## src/hbdt_pkg.sv

```systemverilog
// constants and types for the half-bridge deadtime and safe-start block
package hbdt_pkg;
    localparam int unsigned CLK_MHZ = 250;
    localparam int unsigned DT_MIN_NS = 230;
    localparam int unsigned DT_MAX_NS = 700;
    localparam int unsigned IDLE_US = 50;
    localparam int unsigned SYNC_PHASE_US = 50;
    // least time rounds up, longest time rounds down
    localparam int unsigned DT_MIN_CYC = (DT_MIN_NS * CLK_MHZ + 999) / 1000;
    localparam int unsigned DT_MAX_CYC = (DT_MAX_NS * CLK_MHZ) / 1000;
    localparam int unsigned IDLE_CYC = IDLE_US * CLK_MHZ;
    localparam int unsigned SYNC_PHASE_CYC = SYNC_PHASE_US * CLK_MHZ;
    localparam int unsigned PRECHARGE_CYC = 2500;
    localparam int unsigned HALF_PERIOD_CYC = 1250;
    localparam int unsigned CNT_W = 16;

    typedef enum logic [5:0] {
        HBDT_OFF = 6'h01,
        HBDT_PRECHARGE = 6'h02,
        HBDT_IDLE = 6'h04,
        HBDT_LOW_ON = 6'h08,
        HBDT_DEAD = 6'h10,
        HBDT_HIGH_ON = 6'h20
    } hbdt_state_t;
endpackage

```

## src/hbdt_sync_edge.sv

```systemverilog
// two-flop synchroniser with falling-edge pulse for the swing sensor
`timescale 1ns/10ps
module hbdt_sync_edge (
    input wire logic i_core_clk,
    input wire logic i_resetn,
    input wire logic i_async,
    output logic o_level,
    output logic o_fall
);
    logic meta;
    logic sync;
    logic prev;

    always_ff @(posedge i_core_clk or negedge i_resetn) begin
        if (!i_resetn) begin
            meta <= 1'b0;
            sync <= 1'b0;
            prev <= 1'b0;
        end else begin
            meta <= i_async;
            sync <= meta;
            prev <= sync;
        end
    end

    assign o_level = sync;
    // one-cycle pulse on the end of the midpoint swing
    assign o_fall = prev & ~sync;
endmodule

```

## src/hbdt_core.sv

```systemverilog
// adaptive deadtime and safe-start sequencer for a half-bridge
`timescale 1ns/10ps
// Overview of operation
// - deadtime at least about 230 ns unless period/4 is shorter
// - deadtime capped at min(700 ns, period/4)
// - max deadtime timed from outgoing gate fall
// - swing end raises complementary gate after delay
// - sensor high during swing, fall pulse ends
// - low side held on for pre-charge first
// - both gates off about 50 us after
// - alternate gates, symmetric 50 percent duty
// - initial cycles: current reverses every half-cycle
// - low side switches first on start
// - sync to zero-crossings, normal after 50 us
module hbdt_core #(
    parameter int unsigned PRECHARGE_CYC = hbdt_pkg::PRECHARGE_CYC,
    parameter int unsigned IDLE_CYC = hbdt_pkg::IDLE_CYC,
    parameter int unsigned SYNC_PHASE_CYC = hbdt_pkg::SYNC_PHASE_CYC,
    parameter int unsigned DT_MIN_CYC = hbdt_pkg::DT_MIN_CYC,
    parameter int unsigned DT_MAX_CYC = hbdt_pkg::DT_MAX_CYC
) (
    input wire logic i_core_clk,
    input wire logic i_resetn,
    input wire logic i_enable,
    input wire logic [15:0] i_half_period,
    input wire logic i_midpoint_swing_sensor,
    input wire logic i_tank_zero_cross,
    output logic o_high_side_gate_drive,
    output logic o_low_side_gate_drive,
    output logic o_oscillator_ramp,
    output logic o_sync_phase,
    output logic o_running
);
    localparam int W = hbdt_pkg::CNT_W;

    hbdt_pkg::hbdt_state_t state;
    hbdt_pkg::hbdt_state_t next_state;
    logic [W-1:0] cnt;
    logic [W-1:0] ph_cnt;
    logic [W-1:0] sync_cnt;
    logic [W-1:0] hp;
    logic [W-1:0] dt_max;
    logic next_high;
    logic en_meta, en_sync;
    logic zc_meta, zc_sync, zc_prev;
    logic zc_edge;
    logic swing_end;
    logic swing_seen;
    logic pre_done;
    logic dt_done;
    logic half_done;

    function automatic logic [W-1:0] min_cnt(input logic [W-1:0] a,
                                              input logic [W-1:0] b);
        return (a < b) ? a : b;
    endfunction

    hbdt_sync_edge u_swing (
        .i_core_clk(i_core_clk),
        .i_resetn(i_resetn),
        .i_async(i_midpoint_swing_sensor),
        .o_level(),
        .o_fall(swing_end)
    );

    always_ff @(posedge i_core_clk or negedge i_resetn) begin
        if (!i_resetn) begin
            en_meta <= 1'b0;
            en_sync <= 1'b0;
            zc_meta <= 1'b0;
            zc_sync <= 1'b0;
            zc_prev <= 1'b0;
        end else begin
            en_meta <= i_enable;
            en_sync <= en_meta;
            zc_meta <= i_tank_zero_cross;
            zc_sync <= zc_meta;
            zc_prev <= zc_sync;
        end
    end

    assign zc_edge = zc_sync ^ zc_prev;

    // half period held through each deadtime so a swing never sees a step
    always_ff @(posedge i_core_clk or negedge i_resetn) begin
        if (!i_resetn) begin
            hp <= W'(hbdt_pkg::HALF_PERIOD_CYC);
        end else if (state != hbdt_pkg::HBDT_DEAD) begin
            hp <= (i_half_period < 16'h0004) ? 16'h0004 : i_half_period;
        end
    end

    // quarter of the full period is half of a half period
    assign dt_max = min_cnt(W'(DT_MAX_CYC), hp >> 1);

    // deadtime ends on swing end once the floor is met, or at the cap
    assign dt_done = (cnt + 1'b1 >= dt_max) ||
        ((swing_end || swing_seen) &&
         (cnt + 1'b1 >= W'(DT_MIN_CYC)));

    // an early swing end is held until the deadtime floor is reached
    always_ff @(posedge i_core_clk or negedge i_resetn) begin
        if (!i_resetn) swing_seen <= 1'b0;
        else if (state != hbdt_pkg::HBDT_DEAD) swing_seen <= 1'b0;
        else if (swing_end) swing_seen <= 1'b1;
    end

    // in the sync phase the tank current reversal ends a half-cycle early;
    // the oscillator length still bounds it if no reversal is seen
    assign half_done = (o_sync_phase && zc_edge && ph_cnt != '0) ||
        (ph_cnt + 1'b1 >= hp);

    always_comb begin
        next_state = state;
        case (state)
            hbdt_pkg::HBDT_OFF: begin
                if (en_sync) next_state = hbdt_pkg::HBDT_PRECHARGE;
            end
            hbdt_pkg::HBDT_PRECHARGE: begin
                if (cnt + 1'b1 >= W'(PRECHARGE_CYC)) begin
                    next_state = hbdt_pkg::HBDT_IDLE;
                end
            end
            hbdt_pkg::HBDT_IDLE: begin
                if (cnt + 1'b1 >= W'(IDLE_CYC)) begin
                    next_state = hbdt_pkg::HBDT_LOW_ON;
                end
            end
            hbdt_pkg::HBDT_LOW_ON: begin
                if (half_done) next_state = hbdt_pkg::HBDT_DEAD;
            end
            hbdt_pkg::HBDT_DEAD: begin
                if (dt_done) begin
                    next_state = next_high ? hbdt_pkg::HBDT_HIGH_ON
                                           : hbdt_pkg::HBDT_LOW_ON;
                end
            end
            hbdt_pkg::HBDT_HIGH_ON: begin
                if (half_done) next_state = hbdt_pkg::HBDT_DEAD;
            end
            default: next_state = hbdt_pkg::HBDT_OFF;
        endcase
        if (!en_sync) next_state = hbdt_pkg::HBDT_OFF;
    end

    always_ff @(posedge i_core_clk or negedge i_resetn) begin
        if (!i_resetn) state <= hbdt_pkg::HBDT_OFF;
        else state <= next_state;
    end

    // interval counter restarts at every state change
    always_ff @(posedge i_core_clk or negedge i_resetn) begin
        if (!i_resetn) cnt <= '0;
        else if (next_state != state) cnt <= '0;
        else if (cnt != '1) cnt <= cnt + 1'b1;
    end

    // phase counter spans each half-cycle including its deadtime
    always_ff @(posedge i_core_clk or negedge i_resetn) begin
        if (!i_resetn) ph_cnt <= '0;
        else if (state == hbdt_pkg::HBDT_OFF ||
                 state == hbdt_pkg::HBDT_PRECHARGE ||
                 state == hbdt_pkg::HBDT_IDLE) ph_cnt <= '0;
        else if (next_state == hbdt_pkg::HBDT_DEAD &&
                 state != hbdt_pkg::HBDT_DEAD) ph_cnt <= '0;
        else if (ph_cnt != '1) ph_cnt <= ph_cnt + 1'b1;
    end

    always_ff @(posedge i_core_clk or negedge i_resetn) begin
        if (!i_resetn) next_high <= 1'b0;
        else if (state == hbdt_pkg::HBDT_LOW_ON) next_high <= 1'b1;
        else if (state == hbdt_pkg::HBDT_HIGH_ON) next_high <= 1'b0;
        else if (state == hbdt_pkg::HBDT_IDLE) next_high <= 1'b0;
    end

    // sync phase lasts a fixed time from the first switching cycle
    always_ff @(posedge i_core_clk or negedge i_resetn) begin
        if (!i_resetn) begin
            sync_cnt <= '0;
            o_sync_phase <= 1'b0;
        end else if (state == hbdt_pkg::HBDT_IDLE) begin
            sync_cnt <= '0;
            o_sync_phase <= 1'b1;
        end else if (state == hbdt_pkg::HBDT_OFF) begin
            o_sync_phase <= 1'b0;
        end else if (o_sync_phase) begin
            sync_cnt <= sync_cnt + 1'b1;
            if (sync_cnt + 1'b1 >= W'(SYNC_PHASE_CYC)) begin
                o_sync_phase <= 1'b0;
            end
        end
    end

    always_ff @(posedge i_core_clk or negedge i_resetn) begin
        if (!i_resetn) begin
            o_low_side_gate_drive <= 1'b0;
            o_high_side_gate_drive <= 1'b0;
            o_oscillator_ramp <= 1'b0;
            o_running <= 1'b0;
        end else begin
            o_low_side_gate_drive <=
                next_state == hbdt_pkg::HBDT_PRECHARGE ||
                next_state == hbdt_pkg::HBDT_LOW_ON;
            o_high_side_gate_drive <= next_state == hbdt_pkg::HBDT_HIGH_ON;
            // ramp up while the low side leads, down for the high side
            o_oscillator_ramp <= (next_state == hbdt_pkg::HBDT_LOW_ON) ||
                (next_state == hbdt_pkg::HBDT_DEAD && !next_high) ||
                (next_state == hbdt_pkg::HBDT_DEAD && state ==
                 hbdt_pkg::HBDT_LOW_ON);
            o_running <= next_state == hbdt_pkg::HBDT_LOW_ON ||
                next_state == hbdt_pkg::HBDT_DEAD ||
                next_state == hbdt_pkg::HBDT_HIGH_ON;
        end
    end

    // helper: gates-off time counted since either gate fell
    logic [W-1:0] off_cnt;
    always_ff @(posedge i_core_clk or negedge i_resetn) begin
        if (!i_resetn) off_cnt <= '0;
        else if (o_low_side_gate_drive || o_high_side_gate_drive) begin
            off_cnt <= '0;
        end else if (off_cnt != '1) off_cnt <= off_cnt + 1'b1;
    end

    // helper: a full pre-charge has run since the block was last off
    always_ff @(posedge i_core_clk or negedge i_resetn) begin
        if (!i_resetn) pre_done <= 1'b0;
        else if (state == hbdt_pkg::HBDT_OFF) pre_done <= 1'b0;
        else if (state == hbdt_pkg::HBDT_PRECHARGE &&
                 cnt + 1'b1 >= W'(PRECHARGE_CYC)) pre_done <= 1'b1;
    end

    property p_no_overlap;
        @(posedge i_core_clk) disable iff (!i_resetn)
        !(o_low_side_gate_drive && o_high_side_gate_drive);
    endproperty
    a_no_overlap: assert property (p_no_overlap)
        else $error("both gate drives on");

    property p_dt_min;
        @(posedge i_core_clk) disable iff (!i_resetn)
        $rose(o_high_side_gate_drive) |->
            $past(off_cnt) + 1'b1 >= W'(DT_MIN_CYC);
    endproperty
    a_dt_min: assert property (p_dt_min)
        else $error("deadtime below minimum");

    property p_dt_max;
        @(posedge i_core_clk) disable iff (!i_resetn)
        state == hbdt_pkg::HBDT_DEAD |-> cnt < dt_max;
    endproperty
    a_dt_max: assert property (p_dt_max)
        else $error("deadtime exceeded cap");

    property p_cap_on;
        @(posedge i_core_clk) disable iff (!i_resetn)
        (state == hbdt_pkg::HBDT_DEAD && cnt + 1'b1 >= dt_max && en_sync)
            |=> (state != hbdt_pkg::HBDT_DEAD);
    endproperty
    a_cap_on: assert property (p_cap_on)
        else $error("cap expiry did not turn on gate");

    property p_swing_end;
        @(posedge i_core_clk) disable iff (!i_resetn)
        (state == hbdt_pkg::HBDT_DEAD && swing_end && en_sync &&
         cnt + 1'b1 >= W'(DT_MIN_CYC)) |=> ##1
            (o_low_side_gate_drive || o_high_side_gate_drive);
    endproperty
    a_swing_end: assert property (p_swing_end)
        else $error("swing end did not raise gate");

    property p_first_low;
        @(posedge i_core_clk) disable iff (!i_resetn)
        $rose(o_running) |-> o_low_side_gate_drive;
    endproperty
    a_first_low: assert property (p_first_low)
        else $error("high side switched first");

    property p_idle_off;
        @(posedge i_core_clk) disable iff (!i_resetn)
        state == hbdt_pkg::HBDT_IDLE |=>
            !o_high_side_gate_drive && (o_low_side_gate_drive ->
             state == hbdt_pkg::HBDT_LOW_ON);
    endproperty
    a_idle_off: assert property (p_idle_off)
        else $error("gate on during idle");

    property p_precharge;
        @(posedge i_core_clk) disable iff (!i_resetn)
        $rose(o_high_side_gate_drive) |-> pre_done;
    endproperty
    a_precharge: assert property (p_precharge)
        else $error("high side before pre-charge");
endmodule

```

## config.mk

```make
export PLATFORM = sky130hd
export DESIGN_NAME = hbdt_core
export DESIGN_NICKNAME = d
export VERILOG_FILES = /design/src/hbdt_pkg.sv /design/src/hbdt_sync_edge.sv /design/src/hbdt_core.sv
export SDC_FILE = /design/constraint.sdc
export NUM_CORES = 1
export LEC_CHECK = 0
export ABC_AREA = 1
export BUFFER_PORTS_ARGS = -buffer_cell sky130_fd_sc_hd__clkbuf_2
export CORE_AREA = 4 4 91 114
export DETAILED_ROUTE_END_ITERATION = 16
export DIE_AREA = 0 0 95 118
export GPL_TIMING_DRIVEN = 0
export PLACE_DENSITY = 0.77
export SLEW_MARGIN = 20
export SYNTH_ARGS = -nofsm -noshare
export SYNTH_HDL_FRONTEND = slang
export SYNTH_SLANG_ARGS = --single-unit
```

## constraint.sdc

```tcl
create_clock -name i_core_clk -period 4.6 [get_ports i_core_clk]
set_input_delay 0 -clock i_core_clk [delete_from_list [all_inputs] [get_ports i_core_clk]]
set_output_delay 0 -clock i_core_clk [all_outputs]
set_load 0.02 [all_outputs]
```

# ---- Word level (Yosys, flattened, before mapping)
# Cells that the tools add are included.
dict set report totals {
  ff_bits 85
  inputBits 21
  out_inout_bits 5
  word_cells 100
}
dict set report classes {
  addsub 3
  order_cmp 8
  n_eq_ne 15
  muxes 26
  n_bitwise 3
  n_reduce_logical 25
}
# operator n
set ops {}
lappend ops {{$mux 16} 9}
lappend ops {{$add 16x1->16 const B} 3}
lappend ops {{$mux 6} 6}
lappend ops {{$ge 16x14->1 const B} 2}
lappend ops {{$ne 16x16->1 const B} 2}
lappend ops {{$pmux 6 s5} 1}
lappend ops {{$ge 16x12->1 const B} 1}
lappend ops {{$ge 16x15->1} 1}
lappend ops {{$ge 16x16->1} 1}
lappend ops {{$ge 16x6->1 const B} 1}
lappend ops {{$lt 16x3->1 const B} 1}
lappend ops {{$reduce_bool 16->1} 1}
lappend ops {{$lt 8x15->1 const A} 1}
lappend ops {{$mux 15} 1}
lappend ops {{$eq 6x2->1 const B} 2}
lappend ops {{$eq 6x4->1 const B} 2}
lappend ops {{$eq 6x5->1 const B} 2}
lappend ops {{$eq 6x6->1 const B} 2}
lappend ops {{$logic_or 1x1->1} 10}
lappend ops {{$mux 1} 9}
lappend ops {{$eq 6x1->1 const B} 1}
lappend ops {{$eq 6x3->1 const B} 1}
lappend ops {{$logic_and 1x1->1} 6}
lappend ops {{$ne 6x5->1 const B} 1}
lappend ops {{other kinds (10)} 13}

# ---- Logic depth before layout (Yosys ltp)
# Gate-level depths: netlist (run 1).
dict set report depth {
  word_depth 12
  mapped_depth 30
  mapped_depth_nobuf 29
}

# ---- Cells and area by module
# From an unflattened synthesis (run 1), not the netlist that was laid out.
dict set report unflattened {
  cells_unflattened 713
  hier_area_um2 5465.2
}
# mod n_inst cells_each area_each_um2 seq_area_each_um2
set modules_own_cells {}
lappend modules_own_cells {hbdt_core 1 708 5380.2 2059.5}
lappend modules_own_cells {hbdt_sync_edge 1 5 85.1 75.1}

# ---- Worst setup path before layout (run 1)
# No wires, ideal clock.
dict set report synth_timing {
  path_type {reg2reg}
  from {register ph_cnt[0]}
  to {register cnt[14]}
  setup_time_ps 80
  t_arrival_ps 3187
  required_ps 4520
  path_slack_ps 1333
  stages_incl_launch_ff 31
  path_buffers 1
  period_less_slack_ps 3267
  cell_sequence {dfrtp_1 > nand3_1 > nor2_1 > nand2_1 > nor2_1 > inv_1 > nor2_1 > inv_1 > nor3_1 > inv_1 > nor2_1 > nand2_1 > xor2_1 > inv_1 > ha_1 > nand2_1 > inv_1 > nand3_1 > inv_1 > a21oi_1 > nand4_1 > nor2_1 > nand2_1 > nand2_1 > nand2_1 > nand2_1 > nand2_1 > nor2_4 > nand3_4 > buf_6 > nor3_2}
}
dict set report synth_via {
  elab_chain_len 8
  word_cells_on_any_way 11
  cone_classes {1 x add/sub; 1 x order compare; 1 x eq/ne; 4 x mux; 4 x reduce/logical}
}
# item line_no
set synth_lines {}
lappend synth_lines {{start: declaration} hbdt_core.sv:39} ;# logic [W-1:0] ph_cnt;
lappend synth_lines {{start signal: assignment} hbdt_core.sv:166} ;# else if (ph_cnt != '1) ph_cnt <= ph_cnt + 1'b1;
lappend synth_lines {{$add 16x1->16 or $reduce_bool 16->1 (tied branches)} {hbdt_core.sv:111, hbdt_core.sv:110}}
lappend synth_lines {{$ge 16x16->1 or $logic_and 1x1->1 (tied branches)} {hbdt_core.sv:111, hbdt_core.sv:110}}
lappend synth_lines {{$logic_or 1x1->1 *} hbdt_core.sv:110} ;# assign half_done = (o_sync_phase && zc_edge && ph_cnt != '0) ||
lappend synth_lines {{$mux 6 *} {hbdt_core.sv:130, hbdt_core.sv:139}}
lappend synth_lines {{$pmux 6 s5 *} hbdt_core.sv:115} ;# case (state)
lappend synth_lines {{$mux 6 *} hbdt_core.sv:143} ;# if (!en_sync) next_state = hbdt_pkg::HBDT_OFF;
lappend synth_lines {{$ne 6x6->1 *} hbdt_core.sv:154} ;# else if (next_state != state) cnt <= '0;
lappend synth_lines {{$mux 16 or $reduce_bool 2->1 (tied branches)} --}
lappend synth_lines {{end signal: assignment} hbdt_core.sv:155} ;# else if (cnt != '1) cnt <= cnt + 1'b1;
lappend synth_lines {{end: declaration} hbdt_core.sv:38} ;# logic [W-1:0] cnt;
# Every way passes the cells marked *; elsewhere a longest branch is shown, timed or not.
# A chain may end at the register's enable or synchronous reset.

# ---- Worst setup path after layout (run 1)
dict set report layout_timing {
  from {register ph_cnt[0]}
  to {register cnt[6]}
}
# The elaborated chain is that of the path after synthesis.

==> metrics.csv, run 1 <==
stage;metric;value;unit
sta;max_slew.worst_pin.slew;0.879;ns
placement;hpwl;9120;um
critical_path;worstPathMaxFanout;10;
run_status;status;complete, no violations;
sta;max_freq;250;MHz
layout;antenna_cells;0;
cts;cts-root-to-sink-buffers;2;
critical_path;crit_top_cell;nand2_1;
yosys;syn_area;5480;um2
layout;layout_common_cells;nand2_1, inv_1, dfrtp_1;
power_and_ir_drop;seqPwrFrac;0.438;
power_and_ir_drop;p_leak;3.25;nW
layout;final_common_cell;nand2_1;
die;core_area;9170;um2
detailed_routing;routed_via_density;5.34;
sta;timing.final.crit_share;0.871;
sta;rsz0062_at_grt;no;
detailed_routing;drc;0;
die;ios;26;
sta;slew_headroom;0.399;
sta;fin_skew;0.00756;ns
die;start_util;0.598;
yosys;async_flop_share;1.00;
yosys;synth-seq-cells;85;
cts;cts_root_buf;clkbuf_16;
power_and_ir_drop;ir_drop;250;uV
yosys;synthFlopType;dfrtp_1;
layout;fin_nets;827;
critical_path;crit_type;flip-flop to flip-flop;
min_path;hold_path_class;input pin to async pin;
yosys;synth_area_leaders;dfrtp_1, nand2_1, ha_1;
sta;fin_crit;4.01;ns
grt;grt_pass1_vias;4900;
power_and_ir_drop;p_sw;0.000490;W
yosys;synth_top_area_cell;dfrtp_1;
die;num_rows;39;
critical_path;crit_arrival;4.27;ns
detailed_routing;vias;4792;
cts;h-tree-depth;3;
critical_path;crit_slowest_cell;dfrtp_1;
layout;fill_cells;773;
placement;place.gp.congestion;0.896;
die;die_w;95;um
detailed_routing;drtIter0Drc;286;
flow_run;drv_cap;0;
sta;hold_violations;0;
layout;drive_gt1_frac;0.134;
power_and_ir_drop;intPower;0.00136;W
grt;grtUsageTotal;0.239;
cts;cts_tree;built;
grt;grt_pass1_wl;21400;um
critical_path;cp.buffers_inverters;7;
cts;clock_latency;0.34;ns
placement;dp_slack;0.629;ns
yosys;yosysWarnings;0;
sta;setup_violations;0;
critical_path;endpoint_kind;flip-flop;
yosys;synth.distinct_cells;43;
critical_path;crit_path_start_kind;flip-flop;
power_and_ir_drop;power_frac_clock;0.413;
power_and_ir_drop;powerDensity;293;nW/um2
grt;grt-ovfl-total;0;
detailed_routing;drtPass1Iterations;5;
grt;grt_max_degree;86;
detailed_routing;ant_nets;0;
placement;io_buffers;25;
detailed_routing;wl;12400;um
yosys;synthCells;707;
cts;ctsResizeCount;0;
yosys;avgSynthCellArea;7.76;um2
cts;clk_pin_slew;0.06;ns
detailed_routing;wl_per_cell;13.8;um
yosys;ys_seq_area_frac;0.389;
sta;fin_setup_tns;0;ns
cts;cts_sinks;85;
critical_path;critPathMaxStageDelay;0.41;ns
cts;cts_made_buffers;9;
layout;syn2layout_area_growth;15.0;%
die;die_h;118;um
power_and_ir_drop;power_frac_comb;0.149;
critical_path;path_delay_family;simple AND/OR/NAND/NOR gates;
power_and_ir_drop;swShare;0.265;
sta;layout_setup_ws;0.593;ns
yosys;synth_edf_count;0;
yosys;synth_top_area_frac;0.360;
sta;report.final.slew_viol_count;0;
critical_path;crit_required;4.86;ns
grt;antenna_found_initial;0;
die;die_area;11200;um2
## layout make-up
cell class | count | area [um2] | area share
Sequential cell | 85 | 2130 | 0.339
Clock buffer | 11 | 233 | 0.0369
Clock inverter | 5 | 77.6 | 0.0123
Multi-Input combinational cell | 495 | 2850 | 0.452
Buffer | 11 | 65.1 | 0.0103
Inverter | 122 | 458 | 0.0726
Timing Repair Buffer | 45 | 334 | 0.0530
Tap cell | 123 | 154 | 0.0244
## per-stage QoR
step           area, um2  hold slack (ns)  total power [W]   util  std cells
2_1_floorplan       5510           -0.296         0.000997      -        713
3_3_place_gp        5790            0.109          0.00106  0.631        861
3_5_place_dp        5790           0.0885          0.00108  0.632        861
4_1_cts             6300            0.289          0.00186  0.687        897
5_1_grt             6300            0.290          0.00193  0.687        897
6_report            6300            0.257          0.00185  0.687        897
## power by group through the flow
| stage | Sequential (W) | Combinational, W | Clock [W] |
|---|---|---|---|
| 6_report | 0.000809 | 0.000276 | 0.000764 |
| 2_1_floorplan | 0.000816 | 0.000181 | 0 |
| 3_3_place_gp | 0.000820 | 0.000245 | 0 |
| 4_1_cts | 0.000809 | 0.000276 | 0.000774 |
| 5_1_grt | 0.000813 | 0.000316 | 0.000804 |
| 3_5_place_dp | 0.000822 | 0.000261 | 0 |
## worst register-to-register path: cells and delay by family, from the launching register on
kind                       cells  cell delay, ns
AOI/OAI and AO/OA              1            0.19
xor gates and xnor gates       1            0.18
adders and majority gates      1            0.29
buffers and inverters          7            0.58
DFF                            1            0.41
and+or+nand+nor               20            2.28
## Yosys cell counts, types with 4 or more instances
library cell,n
ha_1,37
nor2_4,4
o21ai_0,35
nor4_1,8
inv_2,5
nand3_1,39
a21oi_1,33
dfrtp_1,79
o22ai_1,10
nand4_1,11
nor3_1,19
nor2_1,77
clkbuf_1,7
dfstp_2,6
nor3_2,11
nand2_2,12
nand2_1,135
nor2_2,7
xor2_1,22
inv_1,116
## kinds of logic (layout without fill, tap and decap cells)
logic type,after synthesis,after routing,synth area share
AOI/OAI and AO/OA,91,91,0.0917
xor gates and xnor gates,25,25,0.0447
adders and majority gates,37,37,0.0844
buffers and inverters,133,194,0.0954
DFF,85,85,0.389
other,1,7,0.000684
and+or+nand+nor,335,335,0.294
## timing repair
| action | CTS | global route |
|---|---|---|
| hold buffers | 20 | 0 |
| buffers inserted | 0 | 0 |
| hold endpoints to repair | 98 | 0 |
## per-layer routing
metal,GRT usage,vias up,part of all wire
met3,0.0332,34,0.029
met1,0.292,2274,0.41
met2,0.406,82,0.53
met5,0,-,0
li1,-,2402,-
met4,0.118,0,0.032
## registers in the layout, indices dropped and copies added (netlist names), 6 cells and up
signal	cells
hp	16
state	6
ph_cnt	16
sync_cnt	16
cnt	16
## worst paths after layout
check	start	depth (start not counted)	to	slack (ns)
worst min register to register	u_swing.meta	0	u_swing.o_level	0.35
worst min-delay path	i_resetn	2	ph_cnt[11]	0.26
worst max register to register	ph_cnt[0]	30	cnt[6]	0.59
min in group i_core_clk	i_enable	2	en_meta	0.30
worst max-delay path	ph_cnt[0]	30	cnt[6]	0.59
max in group asynchronous	i_resetn	2	ph_cnt[3]	3.87
Note: power is estimated with default switching activity, not from simulation.
==> run 2: changes to the inputs <==
- MAX_ROUTING_LAYER: unset -> met4
==> run 2 against run 1 <==
- largest cell class unchanged
- final area about the same
- highest routed layer unchanged
- sequential share of layout area about the same
- combinational power about the same
- non-clock buffer count increased by 1
- sequential power about the same
- worst setup slack got worse by 0.086 ns
- clock skew increased by 0.0028 ns
- die area unchanged
==> metrics.csv, run 2 (synthesis results as in run 1) <==
stage;metric;value;unit
layout;fin_nets;828;
flow_run;drv_cap;0;
detailed_routing;drtIter0Drc;276;
critical_path;reg2reg_to;cnt[12];
run_status;status;complete, no violations;
placement;dp_slack;0.594;ns
die;num_rows;39;
die;die_area;11200;um2
layout;final_common_cell;nand2_1;
sta;fin_skew;0.0104;ns
critical_path;worstPathMaxFanout;10;
layout;layout_common_cells;nand2_1, inv_1, dfrtp_1;
detailed_routing;wl_per_cell;13.8;um
critical_path;critPathMaxStageDelay;0.42;ns
grt;grt_pass1_wl;21000;um
layout;final_cells;899;
die;die_w;95;um
sta;fin_setup_tns;0;ns
detailed_routing;wl;12400;um
sta;max_freq;244;MHz
critical_path;crit_top_cell;nand2_1;
power_and_ir_drop;powerDensity;282;nW/um2
detailed_routing;ant_nets;0;
critical_path;reg2reg_from;ph_cnt[0];
placement;io_buffers;25;
detailed_routing;routed_via_density;5.36;
detailed_routing;wl_met1;4970;um
detailed_routing;dr_wl_met2;6570;um
cts;h-tree-depth;3;
placement;dp_cells;862;
layout;drive_gt1_frac;0.138;
cts;cts_root_buf;clkbuf_16;
critical_path;endpoint_kind;flip-flop;
sta;report.final.slew_viol_count;0;
detailed_routing;highest_layer;met4;
layout;multiInputGateArea;2850;um2
cts;ctsResizeCount;0;
layout;syn2layout_area_growth;14.9;%
die;start_util;0.598;
critical_path;crit_path_start_kind;flip-flop;
sta;layout_setup_ws;0.507;ns
critical_path;rr_worst_depth;30;
cts;cts-root-to-sink-buffers;2;
cts;clk_pin_slew;0.07;ns
sta;setup_violations;0;
grt;grt_pass1_vias;4754;
cts;clock_latency;0.34;ns
sta;hold_violations;0;
power_and_ir_drop;p_leak;3.24;nW
grt;grt-ovfl-total;0;
sta;max_slew.worst_pin.slew;0.978;ns
sta;rsz0062_at_grt;no;
critical_path;crit_slowest_cell;dfrtp_1;
critical_path;crit_arrival;4.36;ns
cts;cts_tree;built;
critical_path;crit_required;4.86;ns
placement;place.gp.congestion;0.917;
grt;grt_max_degree;47;
detailed_routing;drc;0;
detailed_routing;met3RoutedLength;400;um
power_and_ir_drop;ir_drop;254;uV
sta;timing.final.crit_share;0.890;
layout;seq_area;2130;um2
cts;cts_made_buffers;9;
grt;grtUsageTotal;0.242;
detailed_routing;drtPass1Iterations;5;
die;ios;26;
grt;antenna_found_initial;0;
sta;slew_headroom;0.331;
cts;cts_sinks;85;
critical_path;rrSetupSlack;0.51;ns
die;core_area;9170;um2
min_path;hold_path_class;input pin to async pin;
layout;fill_cells;768;
placement;hpwl;9070;um
power_and_ir_drop;total_power;0.00178;W
detailed_routing;vias;4822;
die;die_h;118;um
sta;fin_crit;4.09;ns
critical_path;crit_type;flip-flop to flip-flop;
==> run 2: final cells by class <==
type | instances | area share
diodes | 1 | 0.000397
clock buffers | 10 | 0.0379
plain buffers | 11 | 0.0103
flip-flops and latches | 85 | 0.339
multi-input cells | 495 | 0.452
inverters | 122 | 0.0726
clock inverters | 6 | 0.00734
repair buffers | 46 | 0.0564
well taps | 123 | 0.0244
==> run 2: how the worst max path moves through the flow <==
stage                   start  slack [ns]  cells past startpoint       to
floorplan           ph_cnt[0]        1.33                     30  cnt[14]
global placement    ph_cnt[0]        0.76                     30   cnt[6]
detailed placement  ph_cnt[0]        0.59                     30  cnt[12]
CTS                 ph_cnt[0]        0.56                     30  cnt[12]
global route        ph_cnt[0]        0.09                     30  cnt[15]
finish              ph_cnt[0]        0.51                     30  cnt[12]
==> run 2: metrics by stage <==
step | instance area [um2] | hold slack [ns] | util
CTS | 6300 | 0.225 | 0.687
detailed placement | 5820 | 0.0526 | 0.634
global placement | 5790 | 0.108 | 0.631
finish | 6300 | 0.224 | 0.687
floorplan | 5510 | -0.296 | -
global route | 6300 | 0.273 | 0.687
==> run 2: where the power goes <==
part / total [W] / internal (W) / switching (W)
clock network: 0.000690 / 0.000384 / 0.000306
registers: 0.000809 / 0.000778 / 0.0000303
logic: 0.000279 / 0.000106 / 0.000172
total: 0.00178 / 0.00127 / 0.000509
==> run 2: repair_timing <==
item | 4_1_cts | 5_1_grt
hold buffers | 20 | 0
buffers inserted | 0 | 0
endpoints found under the hold margin | 53 | 0
==> run 2: metal layers <==
layer,global-route usage,vias up
met4,0.115,0
met5,-,-
met3,0.0358,49
met1,0.270,2253
met2,0.418,125
li1,-,2395
==> run 2: worst max-delay path: cells and delay by family (launching register included) <==
| family | cells | cell delay [ns] |
|---|---|---|
| xor+xnor | 1 | 0.18 |
| buf+inv | 7 | 0.60 |
| flops | 1 | 0.42 |
| fa+ha+maj | 1 | 0.30 |
| simple gates | 20 | 2.33 |
| compound gates | 1 | 0.17 |
==> run 3: changes to the inputs <==
- CORE_AREA: 4 4 91 114 -> 4 4 99 125
- DIE_AREA: 0 0 95 118 -> 0 0 103 129
- PLACE_DENSITY: 0.77 -> 0.66
- RECOVER_POWER: unset -> 100
- clock period: 4.6 -> 4.43 ns (I/O delays scaled with it)
==> run 3 against run 2 <==
- the run now ends with max-capacitance violations, max-slew violations left
- register-to-register slack lost 0.04 ns
- worst setup slack got worse by 0.035 ns
- non-clock buffer count up 1
- sequential power rose by 3.7%
- via count is 2.8% lower
- wire length is 0.30% lower
- clock-buffer cell count increased by 1
- die area rose by 19%
- critical endpoint is now cnt[10]
- largest cell class unchanged
- largest power group unchanged
==> metrics.csv, run 3 (synthesis results as in run 1) <==
stage;metric;value;unit
sta;hold_violations;0;
sta;fin_crit;3.96;ns
grt;grt_pass1_vias;4705;
power_and_ir_drop;ir_drop;193;uV
placement;io_buffers;25;
critical_path;crit_start;ph_cnt[1];
critical_path;crit_type;flip-flop to flip-flop;
sta;setup_violations;0;
die;die_h;129;um
layout;final_cells;910;
layout;drive_gt1_frac;0.126;
critical_path;reg2reg_from;ph_cnt[1];
grt;grt_pass1_wl;21300;um
critical_path;crit_arrival;4.22;ns
critical_path;reg2reg_to;cnt[10];
detailed_routing;drtPass1Iterations;5;
die;die_w;103;um
power_and_ir_drop;p_sw;0.000511;W
cts;cts_made_buffers;9;
min_path;worstHoldPathCells;2;
detailed_routing;routed_via_density;5.15;
placement;dp_cells;873;
layout;layout_common_cells;nand2_1, inv_1, dfrtp_1;
sta;timing.final.crit_share;0.894;
layout;syn2layout_area_growth;14.3;%
critical_path;rrSetupSlack;0.47;ns
grt;grtUsageTotal;0.210;
power_and_ir_drop;power_frac_comb;0.158;
sta;fin_skew;0.00795;ns
layout;fin_util;0.565;
critical_path;crit_path_start_kind;flip-flop;
sta;report.final.slew_viol_count;86;
power_and_ir_drop;total_power;0.00181;W
detailed_routing;drtIter0Drc;187;
cts;cts_sinks;85;
power_and_ir_drop;seqPwrFrac;0.464;
sta;slew_headroom;-0.398;
detailed_routing;vias;4688;
cts;clock_latency;0.35;ns
layout;fill_cells;1032;
run_status;status;complete, but fails checks;
power_and_ir_drop;powerDensity;289;nW/um2
power_and_ir_drop;swShare;0.283;
cts;cts_tree;built;
critical_path;endpoint_kind;flip-flop;
flow_run;drv_cap;1;
grt;antenna_found_initial;0;
die;ios;26;
die;start_util;0.495;
detailed_routing;ant_nets;0;
sta;rsz0062_at_grt;no;
placement;hpwl;9450;um
sta;max_slew.worst_pin.slew;2.10;ns
die;core_area;11100;um2
sta;max_freq;253;MHz
cts;clk_pin_slew;0.06;ns
power_and_ir_drop;intPower;0.00130;W
cts;cts_root_buf;clkbuf_16;
detailed_routing;wl_per_cell;13.6;um
layout;fin_nets;829;
placement;place.gp.congestion;0.859;
layout;multiInputGateArea;2850;um2
critical_path;critPathCapture;cnt[10];
cts;h-tree-depth;3;
critical_path;worstPathMaxFanout;10;
layout;seq_area;2130;um2
grt;grt-ovfl-total;0;
sta;fin_setup_tns;0;ns
detailed_routing;drc;0;
layout;antenna_cells;0;
min_path;min_from;i_midpoint_swing_sensor;
critical_path;crit_required;4.70;ns
die;die_area;13300;um2
power_and_ir_drop;power_frac_clock;0.378;
min_path;hold_path_class;input pin to flip-flop;
detailed_routing;wl;12400;um
cts;cts-root-to-sink-buffers;2;
layout;final_common_cell;nand2_1;
die;num_rows;43;
run_status;violations;max-capacitance violations, max-slew violations;
power_and_ir_drop;p_leak;3.20;nW
grt;grt_max_degree;86;
critical_path;rr_worst_depth;25;
==> run 3: area by class of cell <==
type                    count  area share
plain buffers              11      0.0104
flip-flops and latches     85       0.341
clock inverters             4     0.00419
well taps                 135      0.0270
multi-input cells         495       0.454
inverters                 122      0.0731
clock buffers              11      0.0371
repair buffers             47      0.0533
==> run 3: power groups by stage <==
stage	sequential (W)	clock (W)	combinational, W
3_3_place_gp	0.000852	0	0.000257
5_1_grt	0.000843	0.000735	0.000332
2_1_floorplan	0.000847	0	0.000188
6_report	0.000839	0.000683	0.000286
3_5_place_dp	0.000853	0	0.000270
4_1_cts	0.000839	0.000702	0.000285
==> run 3: routing by layer <==
| metal | share of wire | vias to the layer above | GRT usage |
|---|---|---|---|
| met3 | 0.024 | 27 | 0.0336 |
| met5 | 0 | - | - |
| li1 | - | 2405 | - |
| met1 | 0.42 | 2197 | 0.247 |
| met4 | 0.026 | 0 | 0.0838 |
| met2 | 0.53 | 59 | 0.356 |
==> run 3: worst min path at each step <==
stage                               to  slack [ns]
final                     u_swing.meta        0.30
after global routing           en_meta        0.31
after CTS                 u_swing.meta        0.28
after detailed placement    ph_cnt[11]         0.1
after global placement         en_meta        0.11
after floorplan                 cnt[0]       -0.30
==> run 3: metrics by stage <==
stage / hold WS, ns / cell area (um2) / setup slack [ns]
2_1_floorplan: -0.296 / 5510 / 1.16
3_3_place_gp: 0.108 / 5800 / 0.439
3_5_place_dp: 0.0955 / 5810 / 0.353
4_1_cts: 0.281 / 6270 / 0.326
5_1_grt: 0.314 / 6270 / 0.0218
6_report: 0.296 / 6270 / 0.472
==> run 3: timing repair <==
item,4_1_cts,5_1_grt
setup endpoints to repair,0,24
buffers inserted,0,2
endpoints found under the hold margin,98,0
hold buffers,20,0
gates resized for setup,0,5
==> run 3: critical path: stages, from the launching register on <==
cell	delay, ns
dfrtp_1	0.41
ha_1	0.21
nand2_1	0.09
nor2_1	0.15
nand2_1	0.11
nor3_1	0.26
nand3_1	0.17
nor2_1	0.28
xor2_2	0.23
ha_1	0.26
nand2_1	0.08
inv_1	0.04
nand3_1	0.10
inv_1	0.07
a21oi_2	0.15
nand4_1	0.16
nor2_1	0.13
nand2_1	0.06
nand2_1	0.09
nand2_1	0.12
nand2_1	0.08
nand2_1	0.08
nor2_4	0.12
nand3_4	0.13
buf_6	0.18
nor3_2	0.10
